===== src/hdl/compact_timer_pkg.sv =====
// package: register map, field layout and encodings of the compact timer
package compact_timer_pkg;

	// register indices on the plain port (byte registers)
	localparam logic [2:0] ADDR_CONTROL_A = 3'h0;
	localparam logic [2:0] ADDR_CONTROL_B = 3'h1;
	localparam logic [2:0] ADDR_COUNT_LOW = 3'h2;
	localparam logic [2:0] ADDR_COUNT_HIGH = 3'h3;
	localparam logic [2:0] ADDR_CMP_A_LOW = 3'h4;
	localparam logic [2:0] ADDR_CMP_A_HIGH = 3'h5;
	localparam logic [2:0] ADDR_CMP_P = 3'h6;

	// control A field positions
	localparam int CA_PAUSE_BIT = 7;
	localparam int CA_CLKSEL_LSB = 4;
	localparam int CA_ENABLE_BIT = 3;
	localparam logic [7:0] CA_WRITE_MASK = 8'hF8;

	// reset values
	localparam logic [7:0] CONTROL_A_RESET = 8'h00;
	localparam logic [7:0] CONTROL_B_RESET = 8'h00;
	localparam logic [15:0] CMP_A_RESET = 16'h0000;
	localparam logic [7:0] CMP_P_RESET = 8'h00;

	// prescale counts
	localparam int SYS_DIV = 4;
	localparam int HIGH_DIV_16 = 16;
	localparam int HIGH_DIV_64 = 64;

	typedef enum logic [2:0] {
		CLK_SYS_DIV4 = 3'h0,
		CLK_SYS = 3'h1,
		CLK_HIGH_DIV16 = 3'h2,
		CLK_HIGH_DIV64 = 3'h3,
		CLK_SUB_A = 3'h4,
		CLK_SUB_B = 3'h5,
		CLK_PIN_RISE = 3'h6,
		CLK_PIN_FALL = 3'h7
	} clk_sel_t;

	typedef enum logic [1:0] {
		MODE_COMPARE = 2'h0,
		MODE_UNDEF = 2'h1,
		MODE_PWM = 2'h2,
		MODE_TIMER = 2'h3
	} mode_t;

	typedef struct packed {
		logic pause;
		clk_sel_t clk_sel;
		logic enable;
		logic [2:0] unused;
	} control_a_t;

	typedef struct packed {
		mode_t mode;
		logic [1:0] action;
		logic init_level;
		logic invert;
		logic duty_swap;
		logic clear_on_a;
	} control_b_t;

	typedef struct packed {
		logic [2:0] addr;
		logic [7:0] wdata;
		logic wr;
		logic rd;
	} reg_req_t;

endpackage : compact_timer_pkg


===== src/hdl/compact_timer.sv =====
// compact timer: 16-bit up-counter, two comparators, compare/PWM/timer modes
// Function
// - counter compared with programmed values; match raises interrupt, may clear, drive pin
// - count clock from divided system, high clock, sub clock, or external pin
// - external pin counts on rising or falling edge as configured
// - separate interrupt outputs for comparator A and comparator P matches
// - compare mode drives pin high, low or toggles on match
// - PWM waveform appears on the same output pin
// - high bytes accessed directly, low bytes via shared 8-bit buffer
// - low write fills buffer; high write stores high and copies buffer low
// - high read returns high and latches low into buffer; low read returns buffer
// - three modes supported: compare output, timer/counter, PWM
// - core counter is 16-bit up-counter on selected clock
// - comparator P checks counter top byte; comparator A checks whole counter
// - software alters counter only by clearing via enable rising edge
// - counter clears on overflow or selected comparator match
// - counter read-only pair, compare A read/write pair, compare P single byte
// - 3-bit clock select decodes the eight documented sources
// - mode field 00 compare, 10 PWM, 11 timer; 01 undefined
// - enable rising clears counter; falling stops and keeps residual count
// - clear-select picks comparator A or comparator P/overflow as clear source outside PWM mode
`timescale 1ns/1ps
module compact_timer (
	input wire logic i_sys_clk,
	input wire logic i_reset_n,
	input wire logic [2:0] i_addr,
	input wire logic [7:0] i_wdata,
	input wire logic i_wr,
	input wire logic i_rd,
	output logic [7:0] o_rdata,
	input wire logic i_high_clk_tick,
	input wire logic i_sub_clk_tick,
	input wire logic i_external_count_pin,
	output logic o_timer_output_pin,
	output logic o_irq_cmp_a,
	output logic o_irq_cmp_p
);

	// ==========================================================
	// register storage
	compact_timer_pkg::control_a_t control_a_r;
	compact_timer_pkg::control_b_t control_b_r;
	logic [15:0] cmp_a_r;
	logic [7:0] cmp_p_r;
	logic [7:0] hold_buf_r;
	logic [7:0] rdata_r;
	logic [15:0] count_r;
	logic enable_d_r;
	compact_timer_pkg::reg_req_t req;

	assign req = '{addr: i_addr, wdata: i_wdata, wr: i_wr, rd: i_rd};

	function automatic logic hit(input compact_timer_pkg::reg_req_t r, input logic [2:0] a);
		hit = (r.addr == a);
	endfunction : hit

	always_ff @(posedge i_sys_clk or negedge i_reset_n) begin
		if (!i_reset_n) begin
			control_a_r <= compact_timer_pkg::CONTROL_A_RESET;
			control_b_r <= compact_timer_pkg::CONTROL_B_RESET;
		end else if (req.wr) begin
			if (hit(req, compact_timer_pkg::ADDR_CONTROL_A)) begin
				control_a_r <= req.wdata & compact_timer_pkg::CA_WRITE_MASK;
			end
			if (hit(req, compact_timer_pkg::ADDR_CONTROL_B)) begin
				control_b_r <= req.wdata;
			end
		end
	end

	// writes to compare registers; compare A low byte comes through the shared buffer
	always_ff @(posedge i_sys_clk or negedge i_reset_n) begin
		if (!i_reset_n) begin
			cmp_a_r <= compact_timer_pkg::CMP_A_RESET;
			cmp_p_r <= compact_timer_pkg::CMP_P_RESET;
		end else if (req.wr) begin
			if (hit(req, compact_timer_pkg::ADDR_CMP_A_HIGH)) begin
				cmp_a_r <= {req.wdata, hold_buf_r};
			end
			if (hit(req, compact_timer_pkg::ADDR_CMP_P)) begin
				cmp_p_r <= req.wdata;
			end
		end
	end

	// one buffer serves both directions; a mixed sequence corrupts it by design
	always_ff @(posedge i_sys_clk or negedge i_reset_n) begin
		if (!i_reset_n) begin
			hold_buf_r <= 8'h00;
		end else if (req.wr && hit(req, compact_timer_pkg::ADDR_CMP_A_LOW)) begin
			hold_buf_r <= req.wdata;
		end else if (req.rd && hit(req, compact_timer_pkg::ADDR_COUNT_HIGH)) begin
			hold_buf_r <= count_r[7:0];
		end else if (req.rd && hit(req, compact_timer_pkg::ADDR_CMP_A_HIGH)) begin
			hold_buf_r <= cmp_a_r[7:0];
		end
	end

	// ==========================================================
	// read port
	logic [7:0] rdata_nxt;
	always_comb begin
		rdata_nxt = 8'h00;
		unique case (req.addr)
			compact_timer_pkg::ADDR_CONTROL_A: rdata_nxt = control_a_r;
			compact_timer_pkg::ADDR_CONTROL_B: rdata_nxt = control_b_r;
			compact_timer_pkg::ADDR_COUNT_LOW: rdata_nxt = hold_buf_r;
			compact_timer_pkg::ADDR_COUNT_HIGH: rdata_nxt = count_r[15:8];
			compact_timer_pkg::ADDR_CMP_A_LOW: rdata_nxt = hold_buf_r;
			compact_timer_pkg::ADDR_CMP_A_HIGH: rdata_nxt = cmp_a_r[15:8];
			compact_timer_pkg::ADDR_CMP_P: rdata_nxt = cmp_p_r;
			default: rdata_nxt = 8'h00;
		endcase
	end

	always_ff @(posedge i_sys_clk or negedge i_reset_n) begin
		if (!i_reset_n) begin
			rdata_r <= 8'h00;
		end else if (req.rd) begin
			rdata_r <= rdata_nxt;
		end else begin
			rdata_r <= 8'h00;
		end
	end
	assign o_rdata = rdata_r;

	// ==========================================================
	// count clock selection
	logic [5:0] prescale_r;
	logic [5:0] high_div_r;
	logic pin_s1_r;
	logic pin_s2_r;
	logic pin_s3_r;
	logic count_tick;

	always_ff @(posedge i_sys_clk or negedge i_reset_n) begin
		if (!i_reset_n) begin
			prescale_r <= 6'h00;
		end else begin
			prescale_r <= prescale_r + 6'h01;
		end
	end

	always_ff @(posedge i_sys_clk or negedge i_reset_n) begin
		if (!i_reset_n) begin
			high_div_r <= 6'h00;
		end else if (i_high_clk_tick) begin
			high_div_r <= high_div_r + 6'h01;
		end
	end

	// two-stage synchroniser, third stage only for the edge compare
	always_ff @(posedge i_sys_clk or negedge i_reset_n) begin
		if (!i_reset_n) begin
			pin_s1_r <= 1'b0;
			pin_s2_r <= 1'b0;
			pin_s3_r <= 1'b0;
		end else begin
			pin_s1_r <= i_external_count_pin;
			pin_s2_r <= pin_s1_r;
			pin_s3_r <= pin_s2_r;
		end
	end

	always_comb begin
		count_tick = 1'b0;
		unique case (control_a_r.clk_sel)
			compact_timer_pkg::CLK_SYS_DIV4:
				count_tick = (prescale_r[1:0] == 2'(compact_timer_pkg::SYS_DIV - 1));
			compact_timer_pkg::CLK_SYS: count_tick = 1'b1;
			compact_timer_pkg::CLK_HIGH_DIV16: count_tick = i_high_clk_tick &&
				(high_div_r[3:0] == 4'(compact_timer_pkg::HIGH_DIV_16 - 1));
			compact_timer_pkg::CLK_HIGH_DIV64: count_tick = i_high_clk_tick &&
				(high_div_r == 6'(compact_timer_pkg::HIGH_DIV_64 - 1));
			compact_timer_pkg::CLK_SUB_A: count_tick = i_sub_clk_tick;
			compact_timer_pkg::CLK_SUB_B: count_tick = i_sub_clk_tick;
			compact_timer_pkg::CLK_PIN_RISE: count_tick = pin_s2_r && !pin_s3_r;
			compact_timer_pkg::CLK_PIN_FALL: count_tick = !pin_s2_r && pin_s3_r;
		endcase
	end

	// ==========================================================
	// counter and comparators
	logic running;
	logic enable_rise;
	logic match_a;
	logic match_p;
	logic overflow;
	logic clear_now;
	logic step;

	assign running = control_a_r.enable && !control_a_r.pause;
	assign enable_rise = control_a_r.enable && !enable_d_r;
	assign step = running && count_tick;
	assign match_a = (count_r == cmp_a_r);
	assign match_p = (count_r[15:8] == cmp_p_r);
	assign overflow = (count_r == 16'hFFFF);

	// clear source; pwm runs its period on the period comparator unless duty_swap selects comparator A
	always_comb begin
		clear_now = 1'b0;
		if (control_b_r.mode == compact_timer_pkg::MODE_PWM) begin
			clear_now = control_b_r.duty_swap ? match_a : (match_p && count_r[7:0] == 8'hFF);
		end else if (control_b_r.clear_on_a) begin
			clear_now = match_a;
		end else begin
			// P matches the whole top byte: clear at its last count, so P=0 clears at 00FF
			clear_now = (match_p && count_r[7:0] == 8'hFF) ||
				(cmp_p_r == 8'h00 && overflow);
		end
	end

	always_ff @(posedge i_sys_clk or negedge i_reset_n) begin
		if (!i_reset_n) begin
			enable_d_r <= 1'b0;
		end else begin
			enable_d_r <= control_a_r.enable;
		end
	end

	always_ff @(posedge i_sys_clk or negedge i_reset_n) begin
		if (!i_reset_n) begin
			count_r <= 16'h0000;
		end else if (enable_rise) begin
			count_r <= 16'h0000;
		end else if (step) begin
			if (clear_now) begin
				count_r <= 16'h0000;
			end else begin
				count_r <= count_r + 16'h0001;
			end
		end
	end

	// flags pulse once per counter step: A on its match value, P only on the last count of its top byte
	always_ff @(posedge i_sys_clk or negedge i_reset_n) begin
		if (!i_reset_n) begin
			o_irq_cmp_a <= 1'b0;
			o_irq_cmp_p <= 1'b0;
		end else begin
			o_irq_cmp_a <= step && match_a;
			o_irq_cmp_p <= step && match_p && count_r[7:0] == 8'hFF;
		end
	end

	// ==========================================================
	// output pin
	logic out_level_r;
	logic pwm_active;
	logic [15:0] duty_val;
	logic pin_raw;

	assign duty_val = control_b_r.duty_swap ? {cmp_p_r, 8'h00} : cmp_a_r;
	assign pwm_active = (count_r < duty_val);

	always_ff @(posedge i_sys_clk or negedge i_reset_n) begin
		if (!i_reset_n) begin
			out_level_r <= 1'b0;
		end else if (enable_rise) begin
			out_level_r <= control_b_r.init_level;
		end else if (step && match_a &&
			control_b_r.mode == compact_timer_pkg::MODE_COMPARE) begin
			unique case (control_b_r.action)
				2'h0: out_level_r <= out_level_r;
				2'h1: out_level_r <= 1'b0;
				2'h2: out_level_r <= 1'b1;
				2'h3: out_level_r <= !out_level_r;
			endcase
		end
	end

	always_comb begin
		pin_raw = 1'b0;
		unique case (control_b_r.mode)
			compact_timer_pkg::MODE_COMPARE: pin_raw = out_level_r;
			compact_timer_pkg::MODE_PWM: begin
				unique case (control_b_r.action)
					2'h0: pin_raw = !control_b_r.init_level;
					2'h1: pin_raw = control_b_r.init_level;
					2'h2: pin_raw = control_a_r.enable ?
						(pwm_active ~^ control_b_r.init_level) : !control_b_r.init_level;
					2'h3: pin_raw = 1'b0;
				endcase
			end
			compact_timer_pkg::MODE_TIMER: pin_raw = 1'b0;
			compact_timer_pkg::MODE_UNDEF: pin_raw = 1'b0;
		endcase
	end

	logic pin_r;
	always_ff @(posedge i_sys_clk or negedge i_reset_n) begin
		if (!i_reset_n) begin
			pin_r <= 1'b0;
		end else if (control_b_r.mode == compact_timer_pkg::MODE_TIMER) begin
			pin_r <= 1'b0;
		end else begin
			pin_r <= pin_raw ^ control_b_r.invert;
		end
	end
	assign o_timer_output_pin = pin_r;

endmodule : compact_timer


===== config.mk =====
export PLATFORM = sky130hd
export DESIGN_NAME = compact_timer
export DESIGN_NICKNAME = d
export VERILOG_FILES = /design/src/hdl/compact_timer_pkg.sv /design/src/hdl/compact_timer.sv
export SDC_FILE = /design/constraint.sdc
export NUM_CORES = 1
export LEC_CHECK = 0
export CAP_MARGIN = 20
export CORE_MARGIN = 2
export CORE_UTILIZATION = 35
export CTS_BUF_LIST = sky130_fd_sc_hd__clkbuf_16
export DETAILED_ROUTE_END_ITERATION = 10
export DONT_BUFFER_PORTS = 1
export GPL_ROUTABILITY_DRIVEN = 0
export SYNTH_ARGS = -nofsm -noshare
export SYNTH_HDL_FRONTEND = slang
export SYNTH_SLANG_ARGS = --single-unit

===== constraint.sdc =====
create_clock -name i_sys_clk -period 9.5 [get_ports i_sys_clk]
set_clock_uncertainty 0.1 [all_clocks]
set_input_delay 0.475 -clock i_sys_clk [delete_from_list [all_inputs] [get_ports i_sys_clk]]
set_output_delay 0.475 -clock i_sys_clk [all_outputs]
set_load 0.01 [all_outputs]

# Yosys cells after proc, flatten, opt, wreduce, memory -nomap -nowiden
# Index checks and enable logic that the tools add are counted.
[classes]
bitwise = 2
shift = 0
div_mod_pow = 0
mux = 20
n_lt_le_gt_ge = 1
addsub = 3
reduce_logical = 39
eq_ne = 27
n_mul = 0
[op_table]
columns = ["cell", "n"]
rows = [
  ["$mux W16", 4],
  ["$pmux W8 S6", 1],
  ["$mux W8", 4],
  ["$eq A3 B3 Y1 const B", 7],
  ["$add A16 B1 Y16 const B", 1],
  ["$eq A16 B16 Y1", 1],
  ["$eq A16 B16 Y1 const B", 1],
  ["$logic_and A1 B1 Y1", 16],
  ["$lt A16 B16 Y1", 1],
  ["$add A6 B1 Y6 const B", 2],
  ["$eq A3 B2 Y1 const B", 4],
  ["$eq A2 B2 Y1 const B", 5],
  ["$reduce_and A2 Y1", 5],
  ["$eq A8 B8 Y1", 1],
  ["$eq A8 B8 Y1 const B", 1],
  ["$logic_not A8 Y1", 1],
  ["$mux W1", 7],
  ["$pmux W1 S7", 1],
  ["$eq A3 B1 Y1 const B", 2],
  ["$eq A6 B6 Y1 const B", 1],
  ["$logic_not A1 Y1", 6],
  ["$logic_not A3 Y1", 2],
  ["$pmux W1 S3", 2],
  ["$reduce_or A2 Y1", 3],
  ["10 further kinds", 13],
]
[totals]
out_inout_bits = 11
latchBits = 0
in_bits = 18
mem_count = 0
ramBits = 0
romBits = 0
ff_bits = 89

# Longest topological paths before layout
[logic_depth]
ltp_word = 8
ltp_mapped = 11
ltp_nobuf = 9

# Worst setup path after synthesis
# No wires, ideal clock.
[synth_path]
path_type = "register -> register"
startpoint = "register control_b_r[1] (netlist bit)"
endpoint = "register pin_r, in the netlist o_timer_output_pin"
path_slack_ns = 6.494
t_arrival_ns = 2.779
stages_incl_launch_ff = 12
path_cell_list = "dfrtp_1 -> clkbuf_1 -> buf_1 -> nand2b_1 -> ha_1 -> a21o_1 -> a221o_1 -> a22oi_1 -> mux2i_1 -> nor3b_1 -> nor4_1 -> a311o_1"
[synth_via]
elab_chain_cells = 8
[synth_rtl]
columns = ["element", "line_no", "source"]
rows = [
  ["start: declaration", "compact_timer.sv:42", "compact_timer_pkg::control_b_t control_b_r;"],
  ["start signal: assignment", "compact_timer.sv:60", "control_b_r <= compact_timer_pkg::CONTROL_B_RESET;"],
  ["start signal: assignment", "compact_timer.sv:66", "control_b_r <= req.wdata;"],
  ["$mux W16", "compact_timer.sv:253", "assign duty_val = control_b_r.duty_swap ? {cmp_p_r, 8'h00} : cmp_a_r;"],
  ["$lt A16 B16 Y1", "compact_timer.sv:254", "assign pwm_active = (count_r < duty_val);"],
  ["$xnor A1 B1 Y1", "compact_timer.sv:281", "(pwm_active ~^ control_b_r.init_level) : !control_b_r.init_level;"],
  ["$mux W1", "compact_timer.sv:280", "2'h2: pin_raw = control_a_r.enable ?"],
  ["$pmux W1 S4", "compact_timer.sv:277", "unique case (control_b_r.action)"],
  ["$pmux W1 S3", "compact_timer.sv:274", "unique case (control_b_r.mode)"],
  ["$xor A1 B1 Y1", "compact_timer.sv:297", "pin_r <= pin_raw ^ control_b_r.invert;"],
  ["$mux W1", "compact_timer.sv:294", "end else if (control_b_r.mode == compact_timer_pkg::MODE_TIMER) begin"],
  ["end signal: assignment", "compact_timer.sv:297", ""],
  ["end: declaration", "compact_timer.sv:290", "logic pin_r;"],
]
# Every way passes these cells.
# A chain may end at the register's enable or synchronous reset.

# Worst setup path in the final report
# Ends and elaborated chain as after synthesis.

==> summary.txt <==
First DRT Iteration DRCs -> 434
total wire length -> 13600 um
DP Worst Slack -> 6.39 ns
max_cap viols -> 0
H-tree Lvls -> 3
vias -> 3913
CTS tree -> done
synthesized net count -> 535
Overflow after GRT -> 0
Final Util -> 39.0%
CP Class -> reg -> reg
Mapped Area -> 0.00496 mm^2
main combinational cell family by area after synthesis -> simple AND/OR/NAND/NOR gates
Sw Share -> 36.9%
final std cells w/o fill -> 669
Yosys reg bits -> 85
P&R area growth vs syn -> 9.16%
GRT Util Overall -> 19.0%
Slew @ Worst Pin -> 1.05 ns
path depth of the worst reg2reg path -> 9
drt wl/cell -> 20.3 um
final setup vio count -> 0
period utilisation layout -> 33.3%
initial antenna violation count -> 0
CTS Buf Count -> 9
Sink Count -> 85
total iterations of the first detailed-routing run -> 5
VDD IR-drop max -> 0.105 mV
Final Hold Fails -> 0
worst-path maximum fanout -> 20
Reg clk slew, reported paths -> 0.06 ns
Tmin final -> 3.17 ns
async set-reset flop share out of synthesis -> 100%
Syn Area/Cell -> 9.93 um^2
RSZ-0062 raised after global routing -> no
Ports -> 29
Final nets -> 521
P_int -> 841 uW
sequential share of power -> 46.4%
share of cells above drive strength 1 -> 12.1%
worst skew pair latency -> 0.35 ns
pwr dens -> 246 mW/mm^2
largest net degree at the start of global routing -> 86
post-synthesis mux area share -> 13.1%
CTS Buffer Depth -> 2
row count -> 43
max-slew violations -> 0
startpoint types -> flip-flop
reg-to-reg endpoint -> o_timer_output_pin$_DFF_PN0_
Ant. Diodes -> 0
count of cell types in the netlist -> 57
Hold WS -> 0.0450 ns
Rel. slew slack -> 29.4%
Setup TNS -> 0 ns
fmax -> 316 MHz
Crit path arrival time -> 3.30 ns
Switch Pwr -> 492 uW
DP Cell Count -> 650
Initial Util -> 35.7%
first-pass GRT wire length -> 21400 um
synthesized instance count -> 499
simple logic cell fraction of the synthesized area -> 16.1%
Post-synth EDFFs -> 0
DP HPWL -> 9730 um
Worst Path Required -> 9.64 ns
drc violations -> 0
PnR worst setup slack -> 6.33 ns
core box area -> 0.0139 mm^2
Clk network pwr share -> 26.1%
final total power -> 1.33 mW
Die X -> 123 um
Compound-Gate Fraction of Synth Area -> 14.1%
fin area -> 0.00541 mm^2
vias in the first global route -> 3739
Comb pwr share -> 27.5%
status -> finished clean
most common cell after layout, fill and taps aside -> dfrtp_1
die area -> 0.0151 mm^2
die height -> 123 um
XOR/XNOR Fraction of Synth Area -> 5.12%
YS warnings -> 0
DR vias/cell -> 5.85
HP Start -> i_external_count_pin
I/O Buffers -> 0
Lkg Pwr -> 2.35 nW
R2R setup slack -> 6.33 ns
Post-DRT Antenna Nets -> 0
worst reg2reg path startpoint -> control_b_r[1]$_DFFE_PN0P_
Area after DPL -> 0.00506 mm^2
top_reg_cell synth -> dfrtp_1
Worst Hold End -> pin_s1_r$_DFF_PN0_
hold depth -> 0
most frequent cells in the layout -> dfrtp_1 (85), nand2_1 (50), mux2_2 (36), xor2_1 (26), o21ai_0 (25)
post-synthesis adder-cell area fraction -> 4.54%
Worst setup EP type -> flip-flop
post-cts sizing count -> 0
root buf cell -> clkbuf_16
post-synthesis sequential area ratio -> 42.9%
type of the tightest min-delay check -> in -> reg
==> sequential cells by signal (all words and copies together) (netlist names) <==
register,flops
pin_s3_r,1
hold_buf_r,8
o_rdata,8
high_div_r,6
pin_s1_r,1
control_a_r,5
cmp_a_r,16
control_b_r,8
o_irq_cmp_p,1
o_timer_output_pin,1
cmp_p_r,8
o_irq_cmp_a,1
count_r,16
out_level_r,1
pin_s2_r,1
enable_d_r,1
prescale_r,2
==> cells in the mapped netlist (all sizes together) (3+ instances only) <==
library cell	number	area, um^2
inv	19	71.3
ha	18	225
or3	8	50.1
dfrtp	85	2130
nor3	6	30.0
a21oi	19	95.1
o211ai	7	52.6
o21ai	30	150
and3	4	25.0
xor2	26	228
o22ai	5	31.3
nand2	50	188
and4	3	26.3
clkbuf	23	86.3
nand2b	10	62.6
a2111oi	3	32.5
nand3	15	75.1
or3b	3	26.3
nor2	19	71.3
buf	7	42.5
mux2	36	405
a211oi	5	37.5
nor2b	9	56.3
a221o	3	30.0
o21a	4	30.0
a31oi	5	31.3
nand4	9	56.3
xnor2	3	26.3
nor4	8	50.1
a22oi	9	67.6
mux2i	20	200
==> worst max path at each step <==
stage,cells past startpoint,from,endpoint,slack [ns]
global route,9,control_b_r[1]$_DFFE_PN0P_,o_timer_output_pin$_DFF_PN0_,6.05
CTS,9,control_b_r[1]$_DFFE_PN0P_,o_timer_output_pin$_DFF_PN0_,6.37
detailed placement,9,control_b_r[1]$_DFFE_PN0P_,o_timer_output_pin$_DFF_PN0_,6.39
floorplan,11,control_b_r[1]$_DFFE_PN0P_,o_timer_output_pin$_DFF_PN0_,6.49
global placement,9,control_b_r[1]$_DFFE_PN0P_,o_timer_output_pin$_DFF_PN0_,6.47
finish,9,control_b_r[1]$_DFFE_PN0P_,o_timer_output_pin$_DFF_PN0_,6.33
==> kinds of logic after synthesis <==
group	count (synthesis)
compound gates	106
xor+xnor	29
fa+ha+maj	18
buf+inv	49
flops	85
mux	58
simple gates	154
==> per-layer routing <==
metal / share of wire, % / track usage (%) / wire length, um / up-vias
met5: 0 / 0 / 0 / -
met4: 3.5 / 9.38 / 480 / 0
met3: 6.3 / 4.20 / 858 / 33
met2: 46 / 29.0 / 6220 / 138
met1: 44 / 25.5 / 6020 / 1949
li1: - / - / - / 1793
==> area by class of cell <==
type                       count  area (um^2)
fill                        1371         8470
multi-input combinational    365         2630
sequential                    85         2130
clock buffer                   9          225
tap                          180          225
inverter                      19         71.3
timing repair buffer           5         67.6
clock inverter                 6         65.1
==> critical path, cell delays in order (launching register included) <==
cell and delay (ns):
dfrtp_1 0.84, mux2i_1 0.24, ha_1 0.38, nand4_1 0.15, nor4_1 0.33, a22oi_1 0.14
mux2i_1 0.17, nor3b_1 0.29, nor4_1 0.09, a311o_1 0.32
==> power groups by stage <==
stage	logic [mW]	registers [mW]	clock network (mW)
final	0.366	0.619	0.348
after global routing	0.417	0.633	0.372
after CTS	0.361	0.613	0.358
after detailed placement	0.348	0.619	0
after global placement	0.336	0.616	0
after floorplan	0.336	0.532	0
==> what timing repair did <==
action	4_1_cts	5_1_grt
buffers inserted	0	0
hold buffers	2	0
endpoints found under the hold margin	85	0
(Power assumes the default switching activity.)
